**config.mk**
```make
export PLATFORM = sky130hd
export DESIGN_NAME = cfg_startup_seq
export DESIGN_NICKNAME = d
export VERILOG_FILES = /design/src/pkg/cfg_startup_pkg.sv /design/src/core/crc_accum.sv /design/src/core/cfg_startup_seq.sv
export VERILOG_INCLUDE_DIRS = /design/src /design/src/pkg
export SDC_FILE = /design/constraint.sdc
export NUM_CORES = 1
export LEC_CHECK = 0
export BUFFER_PORTS_ARGS = -buffer_cell sky130_fd_sc_hd__buf_2
export CORE_ASPECT_RATIO = 1.1
export CORE_MARGIN = 2
export CORE_UTILIZATION = 35
export DETAILED_ROUTE_END_ITERATION = 12
export GPL_ROUTABILITY_DRIVEN = 1
export SYNTH_ARGS = -nofsm -noshare
export SYNTH_HDL_FRONTEND = slang
export SYNTH_SLANG_ARGS = --single-unit
```
**constraint.sdc**
```tcl
create_clock -name i_clk -period 7.4 [get_ports i_clk]
set_clock_uncertainty 0.2 [all_clocks]
set_input_delay 1.11 -clock i_clk [delete_from_list [all_inputs] [get_ports i_clk]]
set_output_delay 1.11 -clock i_clk [all_outputs]
set_load 0.01 [all_outputs]
```
**src/pkg/cfg_startup_params.svh**
```systemverilog
// constants for the configuration check and startup sequencer
// assumes inclusion by bare name from the package and design files
`ifndef CFG_STARTUP_PARAMS_SVH
`define CFG_STARTUP_PARAMS_SVH

// startup machine geometry
`define CFG_PHASE_W        3
`define CFG_LAST_PHASE     3'h7
`define CFG_FIRST_PHASE    3'h0

// default phase assignment of the startup events
`define CFG_DEF_GTS_PHASE  3'h5
`define CFG_DEF_GWE_PHASE  3'h6
`define CFG_DEF_DONE_PHASE 3'h4

// memory clearing length in config clock cycles
`define CFG_CLEAR_CYCLES   16

// data path and check sum
`define CFG_WORD_W         32
`define CFG_CRC_POLY       32'h04c1_1db7
`define CFG_CRC_INIT       32'hffff_ffff
`define CFG_SYNC_WORD      32'h5a3c_c3a5

// reset values of pin and global outputs
`define CFG_MODE_RST       3'h0
`define CFG_GTS_RST        1'b1
`define CFG_GWE_RST        1'b0

`endif

```
**src/pkg/cfg_startup_pkg.sv**
```systemverilog
// types shared by the configuration check and startup sequencer
// assumes the params header is on the include path
`default_nettype none
`include "cfg_startup_params.svh"

package cfg_startup_pkg;

  typedef logic [`CFG_PHASE_W-1:0] phase_t;
  typedef logic [`CFG_WORD_W-1:0]  word_t;

  // top-level sequence of the configuration logic
  typedef enum logic [3:0] {
    st_clear,
    st_wait_init,
    st_wait_sync,
    st_load,
    st_gsr,
    st_precheck,
    st_startup,
    st_running,
    st_failed
  } cfg_state_t;

endpackage

`default_nettype wire

```
**src/core/crc_accum.sv**
```systemverilog
// running check sum over configuration words, one word per clock
// assumes the caller clears it before a new bitstream
`default_nettype none
`include "cfg_startup_params.svh"

module crc_accum #(
  parameter int W = `CFG_WORD_W
) (
  input  wire logic         i_clk,
  input  wire logic         i_rst,
  input  wire logic         i_clear,
  input  wire logic         i_en,
  input  wire logic [W-1:0] i_word,
  output logic      [W-1:0] o_crc
);

  logic [31:0] crc_r;
  logic [31:0] crc_nxt;

  ////////////////////////////////////////////////////////////////////////
  // one lfsr step per data bit, msb first; unrolled by the loop
  always_comb begin
    crc_nxt = crc_r;
    for (int b = W - 1; b >= 0; b--) begin
      if (crc_nxt[31] ^ i_word[b]) begin
        crc_nxt = {crc_nxt[30:0], 1'b0} ^ `CFG_CRC_POLY;
      end else begin
        crc_nxt = {crc_nxt[30:0], 1'b0};
      end
    end
  end

  // clear wins over accumulate so a retry starts clean
  always_ff @(posedge i_clk or posedge i_rst) begin
    if (i_rst) begin
      crc_r <= `CFG_CRC_INIT;
    end else if (i_clear) begin
      crc_r <= `CFG_CRC_INIT;
    end else if (i_en) begin
      crc_r <= crc_nxt;
    end
  end

  assign o_crc = crc_r[W-1:0];

endmodule

`default_nettype wire

```
**src/core/cfg_startup_seq.sv**
```systemverilog
// configuration check sum and startup sequencer, runs on config_clock
// assumes pins arrive unsynchronised; word strobes come from same clock
//
// Summary of operation
// - check sum is compared after each frame write and before startup
// - a failed check pulls the init/error pin low
// - a failed check aborts startup, done and init both stay low
// - program pin low fully resets the configuration logic for a retry
// - after the last frame a one cycle global set/reset pulse is given
// - startup is an eight phase machine into normal operation
// - in its phase the global output tristate is deasserted
// - in its phase the global write enable is asserted
// - end of startup flag rises in the last phase and is readable
// - event phases are programmable, optional lock and match waits
// - done phase holds until the done pin is seen high
// - done release is open drain or actively driven high by option
// - done pipe option adds one register stage to the done sample
// - startup finishes four to ten cycles after done release
// - init stays low until memory clearing ends after program release
// - init may be held low outside; mode pins sampled at its rise
// - words are ignored until the synchronisation word is received
`default_nettype none
`include "cfg_startup_params.svh"

module cfg_startup_seq
  import cfg_startup_pkg::*;
#(
  parameter int CLEAR_CYCLES = `CFG_CLEAR_CYCLES
) (
  input  wire logic                   i_clk,
  input  wire logic                   i_rst,
  input  wire logic                   i_program_reset_n,
  input  wire logic                   i_init_in,
  input  wire logic                   i_done_in,
  input  wire logic [2:0]             i_mode_pins,
  input  wire logic                   i_word_valid,
  input  wire cfg_startup_pkg::word_t i_word,
  input  wire logic                   i_write_end,
  input  wire logic                   i_last_frame,
  input  wire cfg_startup_pkg::word_t i_expected_crc,
  input  wire cfg_startup_pkg::phase_t i_gts_phase,
  input  wire cfg_startup_pkg::phase_t i_gwe_phase,
  input  wire cfg_startup_pkg::phase_t i_done_phase,
  input  wire logic                   i_lock_wait_en,
  input  wire cfg_startup_pkg::phase_t i_lock_phase,
  input  wire logic                   i_clocks_locked,
  input  wire logic                   i_match_wait_en,
  input  wire cfg_startup_pkg::phase_t i_match_phase,
  input  wire logic                   i_impedance_matched,
  input  wire logic                   i_drive_done,
  input  wire logic                   i_done_pipe,
  output logic                        o_init_out,
  output logic                        o_init_oe,
  output logic                        o_done_out,
  output logic                        o_done_oe,
  output logic [2:0]                  o_mode,
  output logic                        o_sync_seen,
  output logic                        o_crc_error,
  output logic                        o_global_set_reset,
  output logic                        o_global_output_tristate,
  output logic                        o_global_write_enable,
  output logic                        o_end_of_startup_flag,
  output cfg_startup_pkg::phase_t     o_phase
);

  ////////////////////////////////////////////////////////////////////////
  // pin synchronisers: first stage feeds only the second
  logic [1:0] prog_sync_r;
  logic [1:0] init_sync_r;
  logic [1:0] done_sync_r;
  logic [2:0] mode_s1_r;
  logic [2:0] mode_s2_r;
  logic       init_prev_r;
  logic       done_pipe_r;

  always_ff @(posedge i_clk or posedge i_rst) begin
    if (i_rst) begin
      prog_sync_r <= 2'h0;
      init_sync_r <= 2'h0;
      done_sync_r <= 2'h0;
      mode_s1_r   <= `CFG_MODE_RST;
      mode_s2_r   <= `CFG_MODE_RST;
      init_prev_r <= 1'b0;
      done_pipe_r <= 1'b0;
    end else begin
      prog_sync_r <= {prog_sync_r[0], i_program_reset_n};
      init_sync_r <= {init_sync_r[0], i_init_in};
      done_sync_r <= {done_sync_r[0], i_done_in};
      mode_s1_r   <= i_mode_pins;
      mode_s2_r   <= mode_s1_r;
      init_prev_r <= init_sync_r[1];
      done_pipe_r <= done_sync_r[1];
    end
  end

  wire prog_low  = ~prog_sync_r[1];
  wire init_rise = init_sync_r[1] & ~init_prev_r;
  wire done_high = i_done_pipe ? done_pipe_r : done_sync_r[1];

  ////////////////////////////////////////////////////////////////////////
  // check sum engine, cleared while the program pin is low
  word_t crc_val;
  cfg_state_t state_r;
  cfg_state_t state_nxt;

  wire crc_clear = prog_low | (state_r == st_clear);
  wire crc_en    = i_word_valid & (state_r == st_load);
  wire crc_bad   = (crc_val != i_expected_crc);

  crc_accum #(
    .W (`CFG_WORD_W)
  ) u_crc (
    .i_clk   (i_clk),
    .i_rst   (i_rst),
    .i_clear (crc_clear),
    .i_en    (crc_en),
    .i_word  (i_word),
    .o_crc   (crc_val)
  );

  ////////////////////////////////////////////////////////////////////////
  // startup phase stepping
  phase_t phase_r;
  logic [15:0] clear_cnt_r;

  wire hold_done  = (phase_r == i_done_phase) & ~done_high;
  wire hold_lock  = i_lock_wait_en & (phase_r == i_lock_phase)
                    & ~i_clocks_locked;
  wire hold_match = i_match_wait_en & (phase_r == i_match_phase)
                    & ~i_impedance_matched;
  wire phase_step = (state_r == st_startup) & ~hold_done & ~hold_lock
                    & ~hold_match;
  wire clear_done = (clear_cnt_r == 16'(CLEAR_CYCLES - 1));

  wire [`CFG_PHASE_W-1:0] phase_nxt = phase_step ? phase_r + 3'h1
                                                 : phase_r;

  ////////////////////////////////////////////////////////////////////////
  // sequence of the configuration logic
  always_comb begin
    state_nxt = state_r;
    case (state_r)
      st_clear: begin
        if (clear_done) begin
          state_nxt = st_wait_init;
        end
      end
      st_wait_init: begin
        if (init_rise) begin
          state_nxt = st_wait_sync;
        end
      end
      st_wait_sync: begin
        if (i_word_valid && i_word == `CFG_SYNC_WORD) begin
          state_nxt = st_load;
        end
      end
      st_load: begin
        if (i_write_end && crc_bad) begin
          state_nxt = st_failed;
        end else if (i_last_frame) begin
          state_nxt = st_gsr;
        end
      end
      st_gsr: begin
        state_nxt = st_precheck;
      end
      st_precheck: begin
        state_nxt = crc_bad ? st_failed : st_startup;
      end
      st_startup: begin
        if (phase_step && phase_r == `CFG_LAST_PHASE) begin
          state_nxt = st_running;
        end
      end
      st_running: begin
        state_nxt = st_running;
      end
      st_failed: begin
        state_nxt = st_failed;
      end
      default: begin
        state_nxt = st_clear;
      end
    endcase
    if (prog_low) begin
      state_nxt = st_clear;
    end
  end

  ////////////////////////////////////////////////////////////////////////
  // state, phase and clearing counter
  always_ff @(posedge i_clk or posedge i_rst) begin
    if (i_rst) begin
      state_r     <= st_clear;
      phase_r     <= `CFG_FIRST_PHASE;
      clear_cnt_r <= 16'h0000;
    end else begin
      state_r     <= state_nxt;
      phase_r     <= (state_r == st_startup) ? phase_nxt
                                             : `CFG_FIRST_PHASE;
      clear_cnt_r <= (state_r == st_clear && !prog_low && !clear_done)
                     ? clear_cnt_r + 16'h0001 : 16'h0000;
    end
  end

  ////////////////////////////////////////////////////////////////////////
  // decoded levels for the registered outputs
  wire starting   = (state_nxt == st_startup) | (state_nxt == st_running);
  // next state, so events set to phase 0 take effect in phase 0
  wire in_start   = (state_nxt == st_startup);
  wire in_run     = (state_nxt == st_running);
  wire gts_nxt    = ~(in_run | (in_start & phase_nxt >= i_gts_phase));
  wire gwe_nxt    = in_run | (in_start & phase_nxt >= i_gwe_phase);
  wire done_rel   = in_run | (in_start & phase_nxt >= i_done_phase);
  wire eos_nxt    = in_run | (in_start & phase_nxt == `CFG_LAST_PHASE);
  wire init_low   = (state_nxt == st_clear) | (state_nxt == st_failed);

  // mode pins are caught once, at the init rise
  always_ff @(posedge i_clk or posedge i_rst) begin
    if (i_rst) begin
      o_mode <= `CFG_MODE_RST;
    end else if (state_r == st_wait_init && init_rise) begin
      o_mode <= mode_s2_r;
    end
  end

  // pins: init is open drain, done depends on the drive option
  always_ff @(posedge i_clk or posedge i_rst) begin
    if (i_rst) begin
      o_init_out <= 1'b0;
      o_init_oe  <= 1'b1;
      o_done_out <= 1'b0;
      o_done_oe  <= 1'b1;
    end else begin
      o_init_out <= 1'b0;
      o_init_oe  <= init_low;
      o_done_out <= done_rel & starting & i_drive_done;
      o_done_oe  <= ~(done_rel & starting) | i_drive_done;
    end
  end

  // globals and status; the set/reset pulse lasts exactly one cycle
  always_ff @(posedge i_clk or posedge i_rst) begin
    if (i_rst) begin
      o_global_set_reset       <= 1'b0;
      o_global_output_tristate <= `CFG_GTS_RST;
      o_global_write_enable    <= `CFG_GWE_RST;
      o_end_of_startup_flag    <= 1'b0;
      o_crc_error              <= 1'b0;
      o_sync_seen              <= 1'b0;
      o_phase                  <= `CFG_FIRST_PHASE;
    end else begin
      o_global_set_reset       <= (state_nxt == st_gsr);
      o_global_output_tristate <= gts_nxt;
      o_global_write_enable    <= gwe_nxt;
      o_end_of_startup_flag    <= eos_nxt;
      o_crc_error              <= (state_nxt == st_failed);
      o_sync_seen              <= (state_nxt != st_clear)
                                  & (state_nxt != st_wait_init)
                                  & (state_nxt != st_wait_sync);
      o_phase                  <= phase_nxt;
    end
  end

endmodule

`default_nettype wire

```
# After elaboration in Yosys (flattened, before gate mapping)

Cells that the tools add are included.

$mul: 0
Magnitude comparators: 3
Div/mod/pow operators: 0
Reductions and logical operators: 11
Eq/ne operators: 22
Mux-type cells: 47
Shift-type cells: 0
Bitwise logic cells: 100
Add/subtract/negate cells: 2

Operators by type and width:

| operator                | number |
|---|---|
| $mux W27                | 32 |
| $not A14 Y14            | 32 |
| $mux W32                | 2 |
| $pmux W4 S9             | 1 |
| $eq A32 B31 Y1 const B  | 1 |
| $mux W4                 | 8 |
| $ne A32 B32 Y1          | 1 |
| $xor A1 B1 Y1           | 32 |
| $eq A4 B3 Y1 const B    | 7 |
| $and A1 B1 Y1           | 18 |
| $add A16 B1 Y16 const B | 1 |
| $eq A16 B4 Y1 const B   | 1 |
| $mux W16                | 1 |
| $not A1 Y1              | 10 |
| $eq A3 B3 Y1            | 3 |
| $ge A3 B3 Y1            | 3 |
| $eq A4 B2 Y1 const B    | 2 |
| $eq A4 B4 Y1 const B    | 2 |
| $logic_not A4 Y1        | 2 |
| $or A1 B1 Y1            | 8 |
| $eq A3 B3 Y1 const B    | 2 |
| $logic_and A1 B1 Y1     | 6 |
| $mux W3                 | 2 |
| $eq A4 B1 Y1 const B    | 1 |
| other kinds (7)         | 7 |

Memories kept: 0
Word-level logic and storage cells: 207
Latch bits: 0
Memory bits (writable): 0
Bits in registers: 84
Bits in read-only memories: 0
Input bits: 96

# Logic depth before layout (Yosys ltp)

Depth after elaboration: 66
Gate-level depth with buffers: 11

# By module

Synthesis repeated with hierarchy kept, for this count alone.

Cells, all modules: 662
Area, all modules: 7548.5 sq um

By module, submodules not included:

| module          | times used | area each (sq um) | seq. area each (sq um) | cells each |
|---|---|---|---|---|
| crc_accum       | 1          | 4555.6            | 840.8                  | 371 |
| cfg_startup_seq | 1          | 2992.9            | 1305.0                 | 291 |

# Least setup slack after synthesis

OpenSTA, ideal clock, no wires.

Kind: input -> register
Start: input port i_word[23]
End: register u_crc.crc_r[12] (netlist: u_crc.o_crc[12])
Stages: 9
Slack: 2990 ps
Required time: 7127 ps
Library setup time: 73 ps
Arrival time: 4137 ps
Cell sequence: xnor2_1 xor2_1 xor2_1 xnor3_2 xnor2_2 xnor2_2 xnor3_1 xnor3_1 a21oi_1

Word-level cells in the longest chain between the ends: 31

RTL lines:

| what                          | RTL line              | text |
|---|---|---|
| start, declared               | cfg_startup_seq.sv:37 | `input wire cfg_startup_pkg::word_t i_word,` |
| $xor A1 B1 Y1 *               | crc_accum.sv:25       | `if (crc_nxt[31] ^ i_word[b]) begin` |
| $mux W27 *                    | crc_accum.sv:25       |  |
| $mux W27 (5 in series)        | crc_accum.sv:25       |  |
| $not A14 Y14 (no source line) | --                    |  |
| $mux W27                      | crc_accum.sv:25       |  |
| $not A14 Y14 (no source line) | --                    |  |
| $mux W27 (3 in series)        | crc_accum.sv:25       |  |
| $not A14 Y14 (no source line) | --                    |  |
| [... 9 more ...]              | --                    |  |
| $not A14 Y14 (no source line) | --                    |  |
| $mux W27                      | crc_accum.sv:25       |  |
| $not A14 Y14 (no source line) | --                    |  |
| $mux W27 *                    | crc_accum.sv:25       |  |
| $not A14 Y14 (no source line) | --                    |  |
| $mux W27 *                    | crc_accum.sv:25       |  |
| $mux W32 *                    | crc_accum.sv:39       | `end else if (i_en) begin` |
| $mux W32 *                    | crc_accum.sv:37       | `end else if (i_clear) begin` |
| end signal, assigned          | crc_accum.sv:36       | `` crc_r <= `CFG_CRC_INIT; `` |
| end signal, assigned          | crc_accum.sv:38       | `` crc_r <= `CFG_CRC_INIT; `` |
| end signal, assigned          | crc_accum.sv:40       | `crc_r <= crc_nxt;` |
| end, declared                 | crc_accum.sv:17       | `logic [31:0] crc_r;` |

Every way passes the cells marked *; elsewhere a longest branch is shown, timed or not. The select of a mux whose other input is x is not followed.
A chain may end at the register's enable or synchronous reset.

# Worst setup path in the final report

Same ends and word-level chain as after synthesis.

==> summary by stage <==
Synthesis
Yosys mapped a number of flops with a built-in enable equal to 0. The share of synthesized area occupied by flip-flops and latches is 0.3027. Of the total synthesized cell area, the portion taken by AND, OR, NAND and NOR gates is 0.09391. The adder-cell share of the synthesized area is 0.02118.

The number of standard cells after synthesis is 635. Counting flops with an async set or reset pin after synthesis yields a share of 1.000. Counting distinct cell types in the post-synthesis netlist gives 46. During synthesis, Yosys emitted a total of 0 warnings.

The number of nets in the synthesized netlist is 743. The netlist area before placement is 7088 um2. The flip-flop and latch count after synthesis is 84. The xor and xnor fraction of the mapped netlist area is 0.5034. The combinational family with the most area after synthesis is XOR/XNOR gates. The most used flip-flop cell after synthesis is sky130_fd_sc_hd__dfrtp_1.

The fraction of the mapped netlist area in compound gates is 0.05331. Measured against the total synthesized area, the mux share comes to 0.01059. The post-synthesis average cell area is 11.16 um2.

Placement
The HPWL after detailed placement is 15910 um. Buffers placed on the I/O ports in this run total 110. Routability-driven placement finished with a final weighted congestion of 0.9394.

Worst setup path
The kind of cell adding the most delay to the critical path is XOR/XNOR gates. The critical path goes through buf_2 -> xnor2_1 -> xor2_1 -> xor2_1 -> xnor3_2 -> xnor2_2 -> xnor2_2 -> xnor3_1 -> xnor3_1 -> a21oi_1. Together, buffers and inverters on the worst path number 1.

The worst setup path is launched from a primary input. The kind of capture point of the worst setup path is a flip-flop. The worst setup path is of the primary input to flip-flop kind. In this design, the stage delay of the slowest critical-path cell is 760 ps. Data on the critical path is required at its endpoint by 7460 ps. The slowest stage of the critical path belongs to the cell sky130_fd_sc_hd__xor2_1. STA puts the critical path data arrival time at 4990 ps.

The highest net fanout along the worst path is 6.

Floorplanning
Measured along the y axis, the die boundary spans 153.3 um. In this run the core area contains 54 standard-cell rows. The area inside the core boundary is 19860 um2. The initial core utilization is 0.3568. The full die area is 21410 um2. The die is 139.7 um wide. During I/O placement, the number of pins put on the boundary was 112.

Finish
The count of nets after finishing is 855. Leaving out fill and tap cells, the most frequent cells in the layout are sky130_fd_sc_hd__xnor2_1 (189), sky130_fd_sc_hd__buf_2 (110), sky130_fd_sc_hd__xor2_1 (53). The antenna diode count is 0. The area added between synthesis and finish is 16.68%.

In the final layout, the share of cells above drive strength 1 is 0.2660. The most common cell after layout, fill and taps aside is sky130_fd_sc_hd__xnor2_1.

Timing
The worst path needs 4934 ps of the cycle, external delays included. Setup repair after global routing left no endpoint under its margin. Setup violations remaining at the end of the flow were counted as 0. The final clock period utilization by the worst path is 0.6667. The pin slew with the least headroom to its limit is 1111 ps. Derived from the worst setup path, the maximum achievable clock frequency is 202.7 MHz. The final sum of negative setup slack is 0 ps. The worst slew margin relative to its limit is 0.2575. The number of max-slew violations in the final report is 0. The number of hold violations in the final report is 0.

Route
Across all layers, the routed design uses 4988 vias. Dividing the detail-routed via count by the number of cells gives 4.968. The routed design has 19630 um of wire. The mean routed wirelength per cell is 19.55 um.

In the routed design, unresolved DRC markers number 0. In this run, the number of DRC markers left after iteration 0 of detailed routing was 277. The number of search-and-repair iterations in the first detailed-routing pass is 4. The residual antenna-violating net count after detailed routing is 0.

GRT
The number of global-route vias before repair is 5046. The aggregate global-route resource usage is 0.1852. Entering global routing, the biggest net connects 85 pins. The total congestion overflow is 0.

The number of antenna violations at the first check in global routing is 0. The first global-routing pass estimated 30170 um of wire.

Clock network
The cell at the root of the clock tree is sky130_fd_sc_hd__clkbuf_16. In this run, post-CTS repair resized a total of 0 instances. The clock drives 84 sinks. TritonCTS built the clock tree. The maximum number of buffers from clock root to sink is 2.

The clock tree synthesis step divided the H-tree into 3 levels. The post-CTS setup buffer count is 0. The clock transition time at the flip-flop clock pins of the worst setup and hold paths is 60 ps.

The count of hold buffers inserted by post-cts repair is 0. The clock latency at the later pin of the worst-skew pair is 340 ps. Buffers inserted during clock tree synthesis total 9.

Pwr
The completed layout was analyzed and its total power is 5.067 mW. In this run the static leakage power is 3.596 nW. The worst supply voltage drop on vdd is 0.4166 mV. The power per cell area is 612.7 nW/um2.

Min path
The min-delay analysis places its worst path in the category flip-flop to flip-flop.

Job
Max-cap violations in this run came to 0.

Status
The run finished with clean final reports.
per-stage QoR:
stage               utilization  setup slack, ps  instances  cell area, um2  hold WS (ps)
global route             0.4164             2361       1004            8270         155.7
global placement         0.3988             2113        988            7921         132.4
floorplan                     -             2990        635            7088         131.2
CTS                      0.4164             2506       1004            8270         149.6
detailed placement       0.3988             2192        988            7921         134.7
finish                   0.4164             2466       1004            8270         149.4
power by group:
part | internal (mW) | switching, mW
clock | 0.322 | 0.198
sequential | 0.465 | 0.00216
combinational | 2.11 | 1.97
layer usage:
| layer | GRT usage | up-vias | wire length (um) |
|---|---|---|---|
| li1 | - | 2362 | - |
| met1 | 0.2607 | 2434 | 9040 |
| met2 | 0.2952 | 166 | 9050 |
| met3 | 0.03289 | 26 | 1173 |
| met4 | 0.04857 | 0 | 366 |
| met5 | 0 | - | 0 |
cells by family (layout without fill, tap and decap cells):
group | count (synthesis) | in the layout
buf+inv | 26 | 143
flops | 84 | 84
compound gates | 63 | 63
mux | 7 | 7
fa+ha+maj | 12 | 12
simple gates | 131 | 131
other cells | 1 | 1
xor+xnor | 311 | 311
area by class of cell:
type,instances,area [um2]
Inverter,16,61.31
Timing Repair Buffer,111,558.0
Sequential cell,84,2146
Multi-Input combinational cell,525,4841
Fill cell,1930,11590
Clock inverter,6,98.84
Clock buffer,10,250.2
Tap cell,252,315.3
cells in the mapped netlist (2+ instances only):
cell / instances / share of area
sky130_fd_sc_hd__a211oi_1: 2 / 0.0021
sky130_fd_sc_hd__a21o_1: 2 / 0.0021
sky130_fd_sc_hd__a21oi_1: 35 / 0.025
sky130_fd_sc_hd__a31oi_1: 4 / 0.0035
sky130_fd_sc_hd__and3_1: 8 / 0.0071
sky130_fd_sc_hd__clkbuf_1: 9 / 0.0048
sky130_fd_sc_hd__dfrtp_1: 49 / 0.17
sky130_fd_sc_hd__dfstp_2: 35 / 0.13
sky130_fd_sc_hd__ha_1: 12 / 0.021
sky130_fd_sc_hd__inv_1: 16 / 0.0085
sky130_fd_sc_hd__mux2_2: 4 / 0.0064
sky130_fd_sc_hd__mux2i_1: 3 / 0.0042
sky130_fd_sc_hd__nand2_1: 14 / 0.0074
sky130_fd_sc_hd__nand2b_1: 4 / 0.0035
sky130_fd_sc_hd__nand3_1: 9 / 0.0064
sky130_fd_sc_hd__nand4_1: 16 / 0.014
sky130_fd_sc_hd__nor2_1: 50 / 0.026
sky130_fd_sc_hd__nor2b_1: 5 / 0.0044
sky130_fd_sc_hd__nor3_1: 3 / 0.0021
sky130_fd_sc_hd__nor3b_1: 3 / 0.0032
sky130_fd_sc_hd__nor4_1: 7 / 0.0062
sky130_fd_sc_hd__nor4b_1: 2 / 0.0025
sky130_fd_sc_hd__o21ai_0: 7 / 0.0049
sky130_fd_sc_hd__o22a_1: 8 / 0.0099
sky130_fd_sc_hd__or3_1: 6 / 0.0053
sky130_fd_sc_hd__xnor2_1: 189 / 0.23
sky130_fd_sc_hd__xnor2_2: 16 / 0.037
sky130_fd_sc_hd__xnor2_4: 4 / 0.016
sky130_fd_sc_hd__xnor3_1: 31 / 0.098
sky130_fd_sc_hd__xnor3_2: 4 / 0.013
sky130_fd_sc_hd__xor2_1: 53 / 0.065
sky130_fd_sc_hd__xor2_2: 7 / 0.016
sky130_fd_sc_hd__xor3_1: 5 / 0.017
path summary, 6_finish.rpt:
kind / start / end / slack (ps) / depth (start not counted)
max in group asynchronous: i_rst / o_done_out / 5420 / 3
min in group asynchronous: i_rst / clear_cnt_r[14] / 910 / 3
max: i_word[23] / u_crc.o_crc[12] / 2470 / 10
min reg2reg: init_sync_r[0] / init_sync_r[1] / 150 / 0
min: init_sync_r[0] / init_sync_r[1] / 150 / 0
max reg2reg: u_crc.o_crc[29] / u_crc.o_crc[12] / 2910 / 9
worst reg2reg max path, cell delays in order (launching register included):
cell and delay [ps]:
sky130_fd_sc_hd__dfstp_2 590, sky130_fd_sc_hd__xor2_2 390, sky130_fd_sc_hd__xor2_1 750, sky130_fd_sc_hd__xor2_1 240, sky130_fd_sc_hd__xnor3_2 410, sky130_fd_sc_hd__xnor2_2 210
sky130_fd_sc_hd__xnor2_2 480, sky130_fd_sc_hd__xnor3_1 610, sky130_fd_sc_hd__xnor3_1 370, sky130_fd_sc_hd__a21oi_1 160
state kept, by name (all words and copies together) (netlist names), 2 cells and up:
register     flops
o_mode           3
mode_s1_r        3
done_sync_r      2
u_crc.o_crc     32
phase_r          3
clear_cnt_r     16
mode_s2_r        3
prog_sync_r      2
init_sync_r      2
state_r          4
o_phase          3
Note: power is estimated with default switching activity, not from simulation.
